==> src/fpp_pkg.sv <==
// Package with constants of the four-port parallel I/O block
package fpp_pkg;

  // ------------------------------------------------------------
  // Register addresses in special-function space
  // ------------------------------------------------------------
  localparam logic [7:0] FPP_ADDR_PORT0 = 8'h80;
  localparam logic [7:0] FPP_ADDR_PORT1 = 8'h90;
  localparam logic [7:0] FPP_ADDR_PORT2 = 8'hA0;
  localparam logic [7:0] FPP_ADDR_PORT3 = 8'hB0;

  // ------------------------------------------------------------
  // Latch reset values
  // ------------------------------------------------------------
  localparam logic [7:0] FPP_RST_PORT0 = 8'hFF;
  localparam logic [7:0] FPP_RST_PORT1 = 8'hFF;
  localparam logic [7:0] FPP_RST_PORT2 = 8'hFF;
  localparam logic [7:0] FPP_RST_PORT3 = 8'hFF;

  // ------------------------------------------------------------
  // Alternate-function bit positions
  // ------------------------------------------------------------
  localparam int FPP_PT1_TMR3_CNT  = 0;
  localparam int FPP_PT1_TMR3_TRIG = 1;
  localparam int FPP_PT1_SPI_SEL   = 5;
  localparam int FPP_PT3_RXD       = 0;
  localparam int FPP_PT3_TXD       = 1;
  localparam int FPP_PT3_EXTI_A    = 2;
  localparam int FPP_PT3_EXTI_B    = 3;
  localparam int FPP_PT3_TMR1_CNT  = 4;
  localparam int FPP_PT3_TMR2_CNT  = 5;
  localparam int FPP_PT3_WR_N      = 6;
  localparam int FPP_PT3_RD_N      = 7;

  // ------------------------------------------------------------
  // Pin filter
  // ------------------------------------------------------------
  localparam int FPP_SYNC_STAGES = 3;
  localparam int FPP_PIN_COUNT   = 32;

  typedef logic [7:0] fpp_byte_t;

endpackage : fpp_pkg

==> src/fpp_pin_if.sv <==
// Interface carrying raw and filtered pin levels between modules
`timescale 1ns/100ps
`default_nettype none

interface fpp_pin_if #(parameter int WIDTH = 32);
  logic [WIDTH-1:0] raw;
  logic [WIDTH-1:0] filt;

  modport filter (input raw, output filt);
  modport user   (output raw, input filt);
endinterface : fpp_pin_if

`default_nettype wire

==> src/fpp_pin_sync.sv <==
// Three-stage pin synchroniser with agreement filter
`timescale 1ns/100ps
`default_nettype none

module fpp_pin_sync #(
  parameter int WIDTH = 32
) (
  input  wire logic  mclk,
  input  wire logic  rst_n,
  fpp_pin_if.filter  pins
);
  import fpp_pkg::*;

  typedef struct packed {
    logic [WIDTH-1:0] s1;
    logic [WIDTH-1:0] s2;
    logic [WIDTH-1:0] s3;
    logic [WIDTH-1:0] filt;
  } fpp_sync_st_t;

  fpp_sync_st_t st_r;
  fpp_sync_st_t st_nxt;

  // ------------------------------------------------------------
  // Filter: new level only once stages two and three agree
  // ------------------------------------------------------------
  always_comb begin
    st_nxt    = st_r;
    st_nxt.s1 = pins.raw;
    st_nxt.s2 = st_r.s1;
    st_nxt.s3 = st_r.s2;
    for (int i = 0; i < WIDTH; i++) begin
      if (st_r.s2[i] == st_r.s3[i]) begin
        st_nxt.filt[i] = st_r.s3[i];
      end
    end
  end

  always_ff @(posedge mclk or negedge rst_n) begin
    if (!rst_n) begin
      st_r <= '{default: '1};
    end else begin
      st_r <= st_nxt;
    end
  end

  assign pins.filt = st_r.filt;

endmodule : fpp_pin_sync

`default_nettype wire

==> src/fpp_ports.sv <==
// Four 8-bit parallel ports with latches, alternate functions, bus mux
// Functional notes
// [RULE1] Port zero is an 8-bit open-drain port whose latch sits at 80H.
// [RULE2] A one in a port zero latch bit leaves that pin floating.
// [RULE3] In external memory cycles port zero drives address/data fully.
// [RULE4] Port one is input only, its latch at 90H, with no output drive.
// [RULE5] Port one latch resets to ones (analog); a zero selects digital.
// [RULE6] Port one bits 0, 1, 5 feed third timer count, trigger, SPI select.
// [RULE7] Port two has pull-ups, latch at A0H; a one lets the pin be input.
// [RULE8] Port two drives high, or middle and high, external address bytes.
// [RULE9] Port three has pull-ups, latch at B0H; a one lets pins be inputs.
// [RULE10] Port three bits 0 and 1 carry UART receive and transmit.
// [RULE11] Port three bits 2 and 3 feed external interrupts zero and one.
// [RULE12] Port three bits 4 and 5 feed first and second timer counts.
// [RULE13] Port three bits 6 and 7 carry external write and read strobes.
// [RULE14] Alternate functions work only with latch one, else pin is zero.
// [RULE15] An enabled peripheral takes a pin over from general I/O.
// [RULE16] Register write sets the latch, read returns sampled pin levels.
`timescale 1ns/100ps
`default_nettype none

module fpp_ports (
  input  wire logic         mclk,
  input  wire logic         rst_n,
  // Core special-function access
  input  wire logic [7:0]   sfr_addr,
  input  wire logic         sfr_wr,
  input  wire logic         sfr_rd,
  input  wire fpp_pkg::fpp_byte_t sfr_wdata,
  output var  fpp_pkg::fpp_byte_t sfr_rdata,
  output var  logic         sfr_ack,
  // External memory bus from the core
  input  wire logic         xmem_p0_drive,
  input  wire logic [7:0]   xmem_p0_data,
  input  wire logic         xmem_p2_drive,
  input  wire logic [7:0]   xmem_p2_addr,
  input  wire logic         xmem_strobe_en,
  input  wire logic         xmem_wr_n,
  input  wire logic         xmem_rd_n,
  // UART
  input  wire logic         uart_en,
  input  wire logic         uart_txd,
  input  wire logic         uart_rxd_oe,
  input  wire logic         uart_rxd_out,
  output var  logic         uart_rxd,
  // Peripheral inputs
  output var  logic         third_timer_count_input,
  output var  logic         third_timer_capture_trigger,
  output var  logic         spi_slave_select_n,
  output var  logic         ext_interrupt_zero,
  output var  logic         ext_interrupt_one,
  output var  logic         first_timer_count_input,
  output var  logic         second_timer_count_input,
  output var  logic [7:0]   port_one_analog_sel,
  // Pins
  input  wire logic [7:0]   p0_in,
  output var  logic [7:0]   p0_out,
  output var  logic [7:0]   p0_oe_n,
  input  wire logic [7:0]   p1_in,
  input  wire logic [7:0]   p2_in,
  output var  logic [7:0]   p2_out,
  output var  logic [7:0]   p2_oe_n,
  input  wire logic [7:0]   p3_in,
  output var  logic [7:0]   p3_out,
  output var  logic [7:0]   p3_oe_n
);
  import fpp_pkg::*;

  // ------------------------------------------------------------
  // State
  // ------------------------------------------------------------
  typedef struct packed {
    logic [7:0] port_zero_latch;
    logic [7:0] port_one_latch;
    logic [7:0] port_two_latch;
    logic [7:0] port_three_latch;
    logic [7:0] rdata;
    logic       ack;
    logic [7:0] p0_out;
    logic [7:0] p0_oe_n;
    logic [7:0] p2_out;
    logic [7:0] p2_oe_n;
    logic [7:0] p3_out;
    logic [7:0] p3_oe_n;
    logic [7:0] ana;
    logic       rxd;
    logic       tmr3_cnt;
    logic       tmr3_trig;
    logic       ss_n;
    logic       exti_a;
    logic       exti_b;
    logic       tmr1_cnt;
    logic       tmr2_cnt;
  } fpp_state_t;

  fpp_state_t st_r;
  fpp_state_t st_nxt;

  // ------------------------------------------------------------
  // Pin synchroniser
  // ------------------------------------------------------------
  fpp_pin_if #(.WIDTH(FPP_PIN_COUNT)) pins ();

  assign pins.raw = {p3_in, p2_in, p1_in, p0_in};

  fpp_pin_sync #(.WIDTH(FPP_PIN_COUNT)) u_sync (
    .mclk  (mclk),
    .rst_n (rst_n),
    .pins  (pins.filter)
  );

  logic [7:0] p0_s;
  logic [7:0] p1_s;
  logic [7:0] p2_s;
  logic [7:0] p3_s;

  assign p0_s = pins.filt[7:0];
  assign p1_s = pins.filt[15:8];
  assign p2_s = pins.filt[23:16];
  assign p3_s = pins.filt[31:24];

  // Alternate inputs read zero while their latch bit is zero
  logic [7:0] p1_alt;
  logic [7:0] p3_alt;

  assign p1_alt = p1_s & st_r.port_one_latch;   // [RULE14]
  assign p3_alt = p3_s & st_r.port_three_latch; // [RULE14]

  // ------------------------------------------------------------
  // Next state
  // ------------------------------------------------------------
  always_comb begin
    st_nxt     = st_r;
    st_nxt.ack = 1'b0;

    // Latch writes
    if (sfr_wr) begin
      case (sfr_addr)
        FPP_ADDR_PORT0: st_nxt.port_zero_latch  = sfr_wdata; // [RULE1] [RULE16]
        FPP_ADDR_PORT1: st_nxt.port_one_latch   = sfr_wdata; // [RULE4] [RULE16]
        FPP_ADDR_PORT2: st_nxt.port_two_latch   = sfr_wdata; // [RULE7] [RULE16]
        FPP_ADDR_PORT3: st_nxt.port_three_latch = sfr_wdata; // [RULE9] [RULE16]
        default: ;
      endcase
    end

    // Reads return pin levels, not latch contents
    if (sfr_rd) begin
      st_nxt.ack = 1'b1;
      case (sfr_addr)
        FPP_ADDR_PORT0: st_nxt.rdata = p0_s; // [RULE16]
        FPP_ADDR_PORT1: st_nxt.rdata = p1_s; // [RULE16]
        FPP_ADDR_PORT2: st_nxt.rdata = p2_s; // [RULE16]
        FPP_ADDR_PORT3: st_nxt.rdata = p3_s; // [RULE16]
        default: begin
          st_nxt.rdata = 8'h00;
          st_nxt.ack   = 1'b0;
        end
      endcase
    end

    // Port zero: open drain, full drive only as memory bus
    if (xmem_p0_drive) begin
      st_nxt.p0_out  = xmem_p0_data; // [RULE3]
      st_nxt.p0_oe_n = 8'h00;        // [RULE3]
    end else begin
      st_nxt.p0_out  = 8'h00;
      st_nxt.p0_oe_n = st_r.port_zero_latch; // [RULE1] [RULE2]
    end

    // Port one: latch selects analog, never drives
    st_nxt.ana = st_r.port_one_latch; // [RULE4] [RULE5]

    // Port two: pull-up pin, driven low by a zero latch
    if (xmem_p2_drive) begin
      st_nxt.p2_out  = xmem_p2_addr; // [RULE8]
      st_nxt.p2_oe_n = 8'h00;        // [RULE8]
    end else begin
      st_nxt.p2_out  = 8'h00;
      st_nxt.p2_oe_n = st_r.port_two_latch; // [RULE7]
    end

    // Port three: general I/O first, then peripheral overrides
    st_nxt.p3_out  = 8'h00;
    st_nxt.p3_oe_n = st_r.port_three_latch; // [RULE9]
    if (uart_en && st_r.port_three_latch[FPP_PT3_TXD]) begin
      // Pull-up pin: drive only the low level of transmit
      st_nxt.p3_out[FPP_PT3_TXD]  = 1'b0;           // [RULE10] [RULE15]
      st_nxt.p3_oe_n[FPP_PT3_TXD] = uart_txd;       // [RULE10] [RULE15]
    end
    if (uart_en && uart_rxd_oe && st_r.port_three_latch[FPP_PT3_RXD]) begin
      st_nxt.p3_out[FPP_PT3_RXD]  = 1'b0;           // [RULE10] [RULE15]
      st_nxt.p3_oe_n[FPP_PT3_RXD] = uart_rxd_out;   // [RULE10] [RULE15]
    end
    if (xmem_strobe_en && st_r.port_three_latch[FPP_PT3_WR_N]) begin
      // Strobes driven both ways for clean edges
      st_nxt.p3_out[FPP_PT3_WR_N]  = xmem_wr_n;     // [RULE13] [RULE15]
      st_nxt.p3_oe_n[FPP_PT3_WR_N] = 1'b0;          // [RULE13]
    end
    if (xmem_strobe_en && st_r.port_three_latch[FPP_PT3_RD_N]) begin
      st_nxt.p3_out[FPP_PT3_RD_N]  = xmem_rd_n;     // [RULE13] [RULE15]
      st_nxt.p3_oe_n[FPP_PT3_RD_N] = 1'b0;          // [RULE13]
    end

    // Alternate inputs: zero unless latch holds one
    st_nxt.tmr3_cnt  = p1_alt[FPP_PT1_TMR3_CNT];  // [RULE6] [RULE14]
    st_nxt.tmr3_trig = p1_alt[FPP_PT1_TMR3_TRIG]; // [RULE6] [RULE14]
    st_nxt.ss_n      = p1_alt[FPP_PT1_SPI_SEL];   // [RULE6] [RULE14]
    st_nxt.rxd       = p3_alt[FPP_PT3_RXD];       // [RULE10] [RULE14]
    st_nxt.exti_a    = p3_alt[FPP_PT3_EXTI_A];    // [RULE11] [RULE14]
    st_nxt.exti_b    = p3_alt[FPP_PT3_EXTI_B];    // [RULE11] [RULE14]
    st_nxt.tmr1_cnt  = p3_alt[FPP_PT3_TMR1_CNT];  // [RULE12] [RULE14]
    st_nxt.tmr2_cnt  = p3_alt[FPP_PT3_TMR2_CNT];  // [RULE12] [RULE14]
  end

  // ------------------------------------------------------------
  // Registers
  // ------------------------------------------------------------
  always_ff @(posedge mclk or negedge rst_n) begin
    if (!rst_n) begin
      st_r                  <= '0;
      st_r.port_zero_latch  <= FPP_RST_PORT0;
      st_r.port_one_latch   <= FPP_RST_PORT1; // [RULE5]
      st_r.port_two_latch   <= FPP_RST_PORT2;
      st_r.port_three_latch <= FPP_RST_PORT3;
      st_r.p0_oe_n          <= 8'hFF;
      st_r.p2_oe_n          <= 8'hFF;
      st_r.p3_oe_n          <= 8'hFF;
      st_r.ana              <= FPP_RST_PORT1;
    end else begin
      st_r <= st_nxt;
    end
  end

  // ------------------------------------------------------------
  // Outputs
  // ------------------------------------------------------------
  assign sfr_rdata                   = st_r.rdata;
  assign sfr_ack                     = st_r.ack;
  assign p0_out                      = st_r.p0_out;
  assign p0_oe_n                     = st_r.p0_oe_n;
  assign p2_out                      = st_r.p2_out;
  assign p2_oe_n                     = st_r.p2_oe_n;
  assign p3_out                      = st_r.p3_out;
  assign p3_oe_n                     = st_r.p3_oe_n;
  assign port_one_analog_sel         = st_r.ana;
  assign uart_rxd                    = st_r.rxd;
  assign third_timer_count_input     = st_r.tmr3_cnt;
  assign third_timer_capture_trigger = st_r.tmr3_trig;
  assign spi_slave_select_n          = st_r.ss_n;
  assign ext_interrupt_zero          = st_r.exti_a;
  assign ext_interrupt_one           = st_r.exti_b;
  assign first_timer_count_input     = st_r.tmr1_cnt;
  assign second_timer_count_input    = st_r.tmr2_cnt;
endmodule : fpp_ports

`default_nettype wire
==> config.mk <==
export PLATFORM = sky130hd
export DESIGN_NAME = fpp_ports
export DESIGN_NICKNAME = d
export VERILOG_FILES = /design/src/fpp_pkg.sv /design/src/fpp_pin_if.sv /design/src/fpp_pin_sync.sv /design/src/fpp_ports.sv
export SDC_FILE = /design/constraint.sdc
export NUM_CORES = 1
export LEC_CHECK = 0
export ABC_CLOCK_PERIOD_IN_PS = 1550
export BUFFER_PORTS_ARGS = -buffer_cell sky130_fd_sc_hd__buf_2
export CORE_ASPECT_RATIO = 1.75
export CORE_MARGIN = 5
export CORE_UTILIZATION = 54
export DETAILED_ROUTE_END_ITERATION = 10
export GPL_TIMING_DRIVEN = 0
export HOLD_SLACK_MARGIN = 0.06
export PLACE_DENSITY = 0.78
export SYNTH_ARGS = -nofsm -noshare
export SYNTH_HDL_FRONTEND = slang
export SYNTH_SLANG_ARGS = --single-unit
==> constraint.sdc <==
create_clock -name mclk -period 1.55 [get_ports mclk]
set_input_delay 0.155 -clock mclk [delete_from_list [all_inputs] [get_ports mclk]]
set_output_delay 0.155 -clock mclk [all_outputs]
set_load 0.01 [all_outputs]
# ---- Word-level counts from Yosys, hierarchy flattened
# Index checks and enable logic that the tools add are counted.
dict set report word_totals {
  word_cells 115
  out_inout_bits 73
  regBits 227
  input_bits 77
}
dict set report op_classes {
  bitwise_logic 2
  eq_ne 36
  reduce_logical 10
  n_mux 11
}
# cell n
set op_table {}
lappend op_table {{== test 1 bit} 32}
lappend op_table {{== test 8 bit (second input constant)} 4}
lappend op_table {{two-way mux 16 bit} 2}
lappend op_table {{one-hot mux 8 bit (4 select lines)} 1}
lappend op_table {{AND 6 bit} 2}
lappend op_table {{two-way mux 1 bit} 8}
lappend op_table {{AND reduction 2 bit} 4}
lappend op_table {{logical AND 1 bit} 5}
lappend op_table {{OR reduction 4 bit} 1}

# ---- Depth between registers and ports, before layout
# Gate-level depths: netlist of the first run.
dict set report depth {
  word_depth 4
  mapped_depth 5
  depth_no_buf 3
}

# ---- Hierarchy
# A second synthesis of the first run with hierarchy kept.
dict set report hier_totals {
  hier_cells 479
  hier_area_um2 8112.8
}
# module area_per_inst_um2 seq_area_each_um2 cells_per_inst n_inst
set modules_own_cells {}
lappend modules_own_cells {fpp_ports 4149.0 2557.5 287 1}
lappend modules_own_cells {fpp_pin_sync 3963.8 3363.2 192 1}

# ---- Worst setup path after synthesis of the first run
# OpenSTA, ideal clock, no wires.
dict set report synth_path {
  path_type {input-to-reg}
  startpoint {input sfr_addr[1]}
  endpoint {register st_r, in the netlist st_nxt[10]}
  arrival_ns 1.732
  stages 5
  slack_ns -0.264
  required_ns 1.468
  cell_sequence {or4_4 -> buf_6 -> or4_4 -> buf_6 -> mux2_4}
}
dict set report synth_between {
  elab_chain_cells 2
}
# item line
set synth_lines {}
lappend synth_lines {{start: declaration} fpp_ports.sv:26} ;# input wire logic [7:0] sfr_addr,
lappend synth_lines {{== test 8 bit} fpp_ports.sv:138} ;# case (sfr_addr)
lappend synth_lines {{AND reduction 2 bit (no line)} -}
lappend synth_lines {{end signal: assignment} fpp_ports.sv:231} ;# st_r <= st_nxt;
lappend synth_lines {{end: declaration} fpp_ports.sv:96} ;# fpp_state_t st_r;
# No other way between the ends.
# A chain may end at the register's enable or synchronous reset.

# ---- Worst setup path after layout of the first run
dict set report layout_path {
  startpoint {input sfr_addr[1]}
  endpoint {register st_r, in the netlist st_nxt[15]}
}
# Same word-level chain as after synthesis.

==> results.cfg, run 1 <==
[final_layout]
fillers = 883
antenna_cells = 0
fin_util = 0.716
nets = 753
drive_above_1_share = 0.704
instances_no_fill = 869
syn2layout_area_growth_pct = 30.7

[pwr]
p_switching_w = 0.00252
p_seq_frac = 0.540
power_leakage_nw = 4.68
power_density_nw_per_um2 = 1200
sw_frac_of_total = 0.205
peakVddDrop_mv = 1.09
pwr-share-clk = 0.393
p_comb_frac = 0.067
p_int_w = 0.00973

[logic_synthesis]
yosysTopAreaCellShare = 0.645
ys.flop_type = dfstp_2
yosysMostFrequentCell = dfstp_2
yosys.area.top_type = dfstp_2
synth_edf_count = 0
syn_avg_cell_area_sq_um = 17.9
ys_ff_latch = 227
ys_top_cells_by_area = dfstp_2, dfrtp_1, buf_4
syn_inst = 438
seq_area_frac_synth = 0.757
synth_cell_types = 23
synth.top_cells.by_count = dfstp_2, buf_4, dfrtp_1, maj3_1
async_reset_ff_frac = 1.00
yosysWarnings = 0
syn_area_sq_um = 7830

[timing]
whs_ns = 0.184
tightest_slew_ns = 0.785
fin_skew_ns = 0.0106
max_slew_margin = 0.477
setup_tns_ns = 0
finalHoldViolCount = 0
fin_crit_ns = 1.50
rsz0062_at_grt = no
setup_ws_ns = 0.0471
fin_crit_sh = 0.970
setup_viol = 0
slew_viol_final = 0
fmax_mhz = 665

[detailed_routing]
routed_wl_um = 13800
vias = 4015
drt_iter0_drc = 56
viasPerCell = 4.62
drc = 0
wire_per_inst_um = 15.9
drtAntennaViolNets = 0
first_pass_iters = 4

[worst_hold_path]
min_path_type = input port to register
worstHoldEndpoint = sfr_rdata[1]
hold_start = sfr_rd
min_path_cells = 3

[floorplan]
ios = 150
start_util = 0.547
row_count = 58
core_sq_um = 14300
die_h_um = 169
die_x_um = 101
fp.dieArea_sq_um = 17100

[place]
dp_cells = 766
gp_congestion = 0.744
port_buffers = 142
dpl.hpwl_um = 8980
place_ws_ns = -0.964

[setup_path]
critPathCaptureType = register
path_cells = buf_2 > or4_4 > buf_6 > or4_4 > buf_6 > mux2_4
critical_path.max_fanout = 8
r2r-start = st_r[74]
crit_type = input port to register
critPathArrivalTime_ns = 1.91
r2r_cells = 2
start_kind = input port
crit_path_top_delay_cell = or4_4
r2r_slack_ns = 0.24
rr_endpoint = p3_oe_n[1]
worst_ep_required_time_ns = 1.95
critical-path-max-stage-delay_ns = 0.53

[grt]
overflow = 0
grt_pass1_vias = 4544
grt_pass1_wl_um = 22500
grt_max_degree = 117
antenna_found_initial = 0
track_usage = 0.166

[flow_run]
maxCapViolations = 0

[cts]
clk_latency_ns = 0.48
ctsLongestPathBuffers = 3
path_clk_slew_ns = 0.07
numCtsBuffers = 19
h-tree-depth = 1
cts.root.buffer_cell = clkbuf_16
cts_sinks = 227
cts_tree = built

[status]
status = finished, final reports clean
## final cells by class
class | count | area, sq um | area share
tap | 180 | 225 | 0.0220
clock inverter | 10 | 113 | 0.0110
multi-input combinational | 142 | 1460 | 0.142
clock buffer | 24 | 534 | 0.0522
buffer | 71 | 524 | 0.0512
timing repair buffer | 212 | 1440 | 0.141
sequential | 227 | 5920 | 0.579
inverter | 3 | 11.3 | 0.00110
## repair_timing
action | 4_1_cts | 5_1_grt
gates resized for setup | 2 | 0
hold endpoints to repair | 112 | 0
hold buffers | 66 | 0
setup buffers | 3 | 0
setup endpoints to repair | 32 | 0
## worst max path at each step
stage	startpoint	end	slack (ns)	cells past startpoint
2_1_floorplan	sfr_addr[1]	st_nxt[10]	-0.26	5
5_1_grt	sfr_addr[1]	st_r[88]	0.02	5
3_5_place_dp	sfr_addr[5]	st_nxt[18]	-0.96	5
4_1_cts	sfr_addr[1]	st_r[88]	0.06	5
3_3_place_gp	rst_n	sfr_rdata[4]	-2.94	1
6_report	sfr_addr[1]	st_nxt[15]	0.05	6
## critical path, delay by kind of cell
family	cells	cell delay, ns
simple gates	2	1.01
buf+inv	3	0.43
mux	1	0.30
## layout by cell type (no fill, tap or decap), types with 18 or more instances in the layout
cell type        n
dlygate4sd3_1   66
buf_4           66
clkbuf_16       19
and2_1          24
nor2b_1         18
maj3_1          32
mux2_4          26
buf_2          141
dfrtp_1         35
dfstp_2        192
## per-layer routing
metal / part of all wire / vias up / track usage / wire (um)
li1: - / 1856 / - / -
met3: 0.060 / 21 / 0.0313 / 834
met1: 0.36 / 2012 / 0.189 / 5000
met2: 0.56 / 126 / 0.309 / 7660
met4: 0.022 / 0 / 0.0509 / 297
met5: 0 / - / 0 / 0
## kinds of logic after synthesis
logic type | after synthesis | synth area share
compound gates | 10 | 0.0109
other cells | 1 | 0.000479
mux | 40 | 0.0729
simple gates | 54 | 0.0500
flops | 227 | 0.757
fa+ha+maj | 32 | 0.0409
buf+inv | 74 | 0.0681
## stage by stage
stage                     power [W]  area [sq um]
after floorplan             0.00701          7910
after global placement      0.00734          8850
after detailed placement    0.00741          8880
after CTS                    0.0124         10200
after global routing         0.0128         10200
final                        0.0122         10200
## power groups by stage
stage / sequential, W / clock, W / combinational, W
floorplan: 0.00664 / 0 / 0.000370
global placement: 0.00667 / 0 / 0.000665
detailed placement: 0.00670 / 0 / 0.000703
CTS: 0.00661 / 0.00496 / 0.000834
global route: 0.00664 / 0.00524 / 0.000908
finish: 0.00661 / 0.00481 / 0.000822
## state kept, by name (all words and copies together) (netlist names), 2 cells and up
name,count
p3_oe_n,8
sfr_rdata,8
st_nxt,12
p3_out,2
u_sync.st_r,32
p0_out,8
p2_out,8
u_sync.pins.filt,32
port_one_analog_sel,8
st_r,20
p2_oe_n,8
u_sync.st_nxt,64
p0_oe_n,8
Note: power is estimated with default switching activity, not from simulation.
==> run 2, diff against run 1 <==
--- a/config.mk
+++ b/config.mk
@@ -10,6 +10,7 @@
 export CORE_ASPECT_RATIO = 1.75
 export CORE_MARGIN = 5
 export CORE_UTILIZATION = 54
+export CTS_BUF_LIST = sky130_fd_sc_hd__clkbuf_8 sky130_fd_sc_hd__clkbuf_16
 export DETAILED_ROUTE_END_ITERATION = 10
 export GPL_TIMING_DRIVEN = 0
 export HOLD_SLACK_MARGIN = 0.06
==> results.cfg, run 2 (synthesized netlist as in run 1, its figures left out) <==
[place]
gp_congestion = 0.744
place_ws_ns = -0.964
port_buffers = 142
dpl.hpwl_um = 8980
place_area_sq_um = 8880

[setup_path]
rr_endpoint = p3_oe_n[1]
critical_path.max_fanout = 8
crit_type = input port to register
r2r_slack_ns = 0.24
critPathArrivalTime_ns = 1.91
r2r-start = st_r[74]
r2r_cells = 2
critPathCaptureType = register
start_kind = input port
worst_ep_required_time_ns = 1.95

[status]
status = finished, final reports clean

[detailed_routing]
first_pass_iters = 4
vias = 4015
drt_iter0_drc = 57
routed_wl_um = 13800
wire_per_inst_um = 15.9
drc = 0
drtAntennaViolNets = 0
viasPerCell = 4.62

[timing]
setup_viol = 0
setup_ws_ns = 0.0471
setup_tns_ns = 0
whs_ns = 0.184
fmax_mhz = 665
fin_skew_ns = 0.0105
max_slew_margin = 0.477
fin_crit_ns = 1.50
slew_viol_final = 0
rsz0062_at_grt = no
finalHoldViolCount = 0
tightest_slew_ns = 0.785
fin_crit_sh = 0.970

[cts]
clk_latency_ns = 0.48
path_clk_slew_ns = 0.07
cts_sinks = 227
h-tree-depth = 1
ctsLongestPathBuffers = 3
cts.root.buffer_cell = clkbuf_16
numCtsBuffers = 19
cts_tree = built

[worst_hold_path]
worstHoldEndpoint = sfr_rdata[1]
hold_start = sfr_rd
min_path_type = input port to register
min_path_cells = 3

[grt]
track_usage = 0.166
grt_pass1_vias = 4544
antenna_found_initial = 0
overflow = 0
grt_max_degree = 117
grt_pass1_wl_um = 22500

[final_layout]
largest_reg_flops = 64
syn2layout_area_growth_pct = 30.7
final_cell_mix = dfstp_2, buf_2, buf_4, dlygate4sd3_1, dfrtp_1
nets = 753
fin_area_sq_um = 10200
antenna_cells = 0
final_common_cell = dfstp_2
drive_above_1_share = 0.704

[floorplan]
core_sq_um = 14300
ios = 150
row_count = 58
fp.dieArea_sq_um = 17100
die_h_um = 169
start_util = 0.547
die_x_um = 101

[pwr]
power.total_w = 0.0122
power_leakage_nw = 4.68
power_density_nw_per_um2 = 1200
peakVddDrop_mv = 1.09

[flow_run]
maxCapViolations = 0
## run 2: repair_timing
action                     CTS  global route
setup endpoints to repair   32             0
hold endpoints to repair   112             0
hold buffers                66             0
gates resized for setup      2             0
setup buffers                3             0
## run 2: critical path: stages
cell    delay, ns
buf_2        0.10
or4_4        0.53
buf_6        0.16
or4_4        0.48
buf_6        0.17
mux2_4       0.30
## run 2: how the worst max path moves through the flow
stage / start / to / slack, ns / cells past startpoint
CTS: sfr_addr[1] / st_r[88] / 0.06 / 5
floorplan: sfr_addr[1] / st_nxt[10] / -0.26 / 5
detailed placement: sfr_addr[5] / st_nxt[18] / -0.96 / 5
finish: sfr_addr[1] / st_nxt[15] / 0.05 / 6
global placement: rst_n / sfr_rdata[4] / -2.94 / 1
global route: sfr_addr[1] / st_r[88] / 0.02 / 5
## run 2: stage by stage
step	util	instances
2_1_floorplan	-	443
3_3_place_gp	0.619	765
3_5_place_dp	0.621	766
4_1_cts	0.716	869
5_1_grt	0.716	869
6_report	0.716	869
## run 2: layer usage
metal / GRT usage / share of wire
met1: 0.189 / 0.36
met2: 0.309 / 0.56
met3: 0.0313 / 0.060
met4: 0.0509 / 0.022
met5: 0 / 0
## run 2: cell type report
cell class / count / area (sq um)
buffer: 71 / 524
clock buffer: 23 / 531
clock inverter: 11 / 116
fill: 883 / 4070
inverter: 3 / 11.3
multi-input combinational: 142 / 1460
sequential: 227 / 5920
tap: 180 / 225
timing repair buffer: 212 / 1440
## run 2: where the power goes
group	switching, W	internal, W
clock network	0.00202	0.00279
registers	0.000153	0.00645
logic	0.000345	0.000477
==> run 3, diff against run 2 <==
--- a/config.mk
+++ b/config.mk
@@ -7,14 +7,16 @@
 export LEC_CHECK = 0
 export ABC_CLOCK_PERIOD_IN_PS = 1550
 export BUFFER_PORTS_ARGS = -buffer_cell sky130_fd_sc_hd__buf_2
+export CELL_PAD_IN_SITES_DETAIL_PLACEMENT = 0
+export CELL_PAD_IN_SITES_GLOBAL_PLACEMENT = 1
 export CORE_ASPECT_RATIO = 1.75
 export CORE_MARGIN = 5
-export CORE_UTILIZATION = 54
+export CORE_UTILIZATION = 46
 export CTS_BUF_LIST = sky130_fd_sc_hd__clkbuf_8 sky130_fd_sc_hd__clkbuf_16
 export DETAILED_ROUTE_END_ITERATION = 10
 export GPL_TIMING_DRIVEN = 0
 export HOLD_SLACK_MARGIN = 0.06
-export PLACE_DENSITY = 0.78
+export PLACE_DENSITY_LB_ADDON = 0.1
 export SYNTH_ARGS = -nofsm -noshare
 export SYNTH_HDL_FRONTEND = slang
 export SYNTH_SLANG_ARGS = --single-unit
==> results.cfg, run 3 (synthesized netlist as in run 1, its figures left out) <==
[setup_path]
crit_type = input port to register
worst-path-buf-inv = 3
cp_top_family = simple AND/OR/NAND/NOR gates
start_kind = input port
critPathArrivalTime_ns = 1.90
path_cells = buf_2 > or4_4 > buf_6 > or4_4 > buf_6 > mux2_4
crit_path_top_delay_cell = or4_4
critical_path.max_fanout = 8
critical-path-max-stage-delay_ns = 0.53
critPathCaptureType = register
worst_ep_required_time_ns = 1.96

[cts]
cts_sinks = 227
clk_latency_ns = 0.48
ctsLongestPathBuffers = 3
path_clk_slew_ns = 0.06
h-tree-depth = 1
cts.root.buffer_cell = clkbuf_16
numCtsBuffers = 21
cts_tree = built

[floorplan]
row_count = 63
start_util = 0.464
fp.dieArea_sq_um = 19800
die_h_um = 183
ios = 150
core_sq_um = 16900
die_x_um = 109

[grt]
grt_pass1_vias = 4473
grt_pass1_wl_um = 21900
antenna_found_initial = 0
track_usage = 0.139
overflow = 0
grt_max_degree = 117

[final_layout]
fin_util = 0.615
fin_area_sq_um = 10400
fillers = 1313
nets = 755
final_cell_mix = dfstp_2, buf_2, dlygate4sd3_1
final_common_cell = dfstp_2
drive_above_1_share = 0.701
largest_reg_flops = 64
syn2layout_area_growth_pct = 32.7
antenna_cells = 0

[place]
dpl.hpwl_um = 8800
place_area_sq_um = 8940
port_buffers = 142
gp_congestion = 0.702

[detailed_routing]
first_pass_iters = 4
drc = 0
wl_met2_um = 7130
vias = 4024
viasPerCell = 4.38
routed_wl_um = 13400
route.met3.wl_um = 799
wl_met1_um = 5190
top_layer_used = met4
wire_per_inst_um = 14.6
drt_iter0_drc = 114
drtAntennaViolNets = 0

[timing]
setup_tns_ns = 0
tightest_slew_ns = 0.813
max_slew_margin = 0.458
rsz0062_at_grt = no
whs_ns = 0.188
setup_viol = 0
slew_viol_final = 0
fmax_mhz = 671
fin_skew_ns = 0.0115
finalHoldViolCount = 0
fin_crit_ns = 1.49
fin_crit_sh = 0.961

[pwr]
power_density_nw_per_um2 = 1220
power_leakage_nw = 4.73
peakVddDrop_mv = 1.25

[worst_hold_path]
min_path_type = input port to register

[status]
status = finished, final reports clean

[flow_run]
maxCapViolations = 0
==> run 3: cell types whose count changed in the layout (fill, tap and decap cells not counted) <==
cell       change
clkinv_2       -1
bufinv_16      +1
inv_6          -1
inv_1          +3
buf_4          -2
clkinv_4       -1
clkbuf_16      +2
buf_12         +2
==> run 3: path summary, 6_finish.rpt <==
path | from | endpoint | slack [ns] | cells past startpoint
hold / removal | sfr_addr[2] | sfr_ack | 0.19 | 4
max in group asynchronous | rst_n | u_sync.st_r[52] | 0.21 | 3
min in group asynchronous | rst_n | p0_out[7] | 0.32 | 2
setup reg to reg | st_r[74] | p3_oe_n[1] | 0.21 | 2
setup / recovery | sfr_addr[1] | st_nxt[10] | 0.06 | 6
hold reg to reg | u_sync.st_nxt[65] | u_sync.st_nxt[33] | 0.35 | 0
==> run 3: layout make-up <==
class,instances,area [sq um],share of cell area
sequential,227,5920,0.570
inverter,3,11.3,0.00108
multi-input combinational,142,1460,0.140
clock inverter,12,135,0.0130
clock buffer,25,581,0.0559
buffer,71,524,0.0505
tap,227,284,0.0274
timing repair buffer,212,1470,0.141
==> run 3: routing by layer <==
layer | up-vias | GRT usage
li1 | 1859 | -
met1 | 2027 | 0.165
met2 | 116 | 0.250
met3 | 22 | 0.0258
met4 | 0 | 0.0435
met5 | - | 0
==> run 3: metrics by stage <==
stage	instances	total power, W	setup WS, ns
floorplan	443	0.00701	-0.264
global placement	812	0.00735	-3.17
detailed placement	813	0.00740	-1.04
CTS	919	0.0129	0.0760
global route	919	0.0132	0.0329
finish	919	0.0126	0.0598
==> run 3: worst register-to-register path: stages (launching register included) <==
cell           delay, ns
dfstp_2             0.54
a21boi_0            0.17
dlygate4sd3_1       0.57
==> run 3: power by group <==
part | internal (W) | total, W | switching, W | leakage, nW
clock network | 0.00316 | 0.00521 | 0.00205 | 0.363
logic | 0.000477 | 0.000818 | 0.000341 | 1.89
registers | 0.00646 | 0.00660 | 0.000146 | 2.48
==> run 3: timing repair <==
item | in CTS | in global routing
setup endpoints to repair | 32 | 0
hold buffers | 66 | 0
setup buffers | 3 | 0
hold endpoints to repair | 111 | 0
resized for setup | 2 | 0
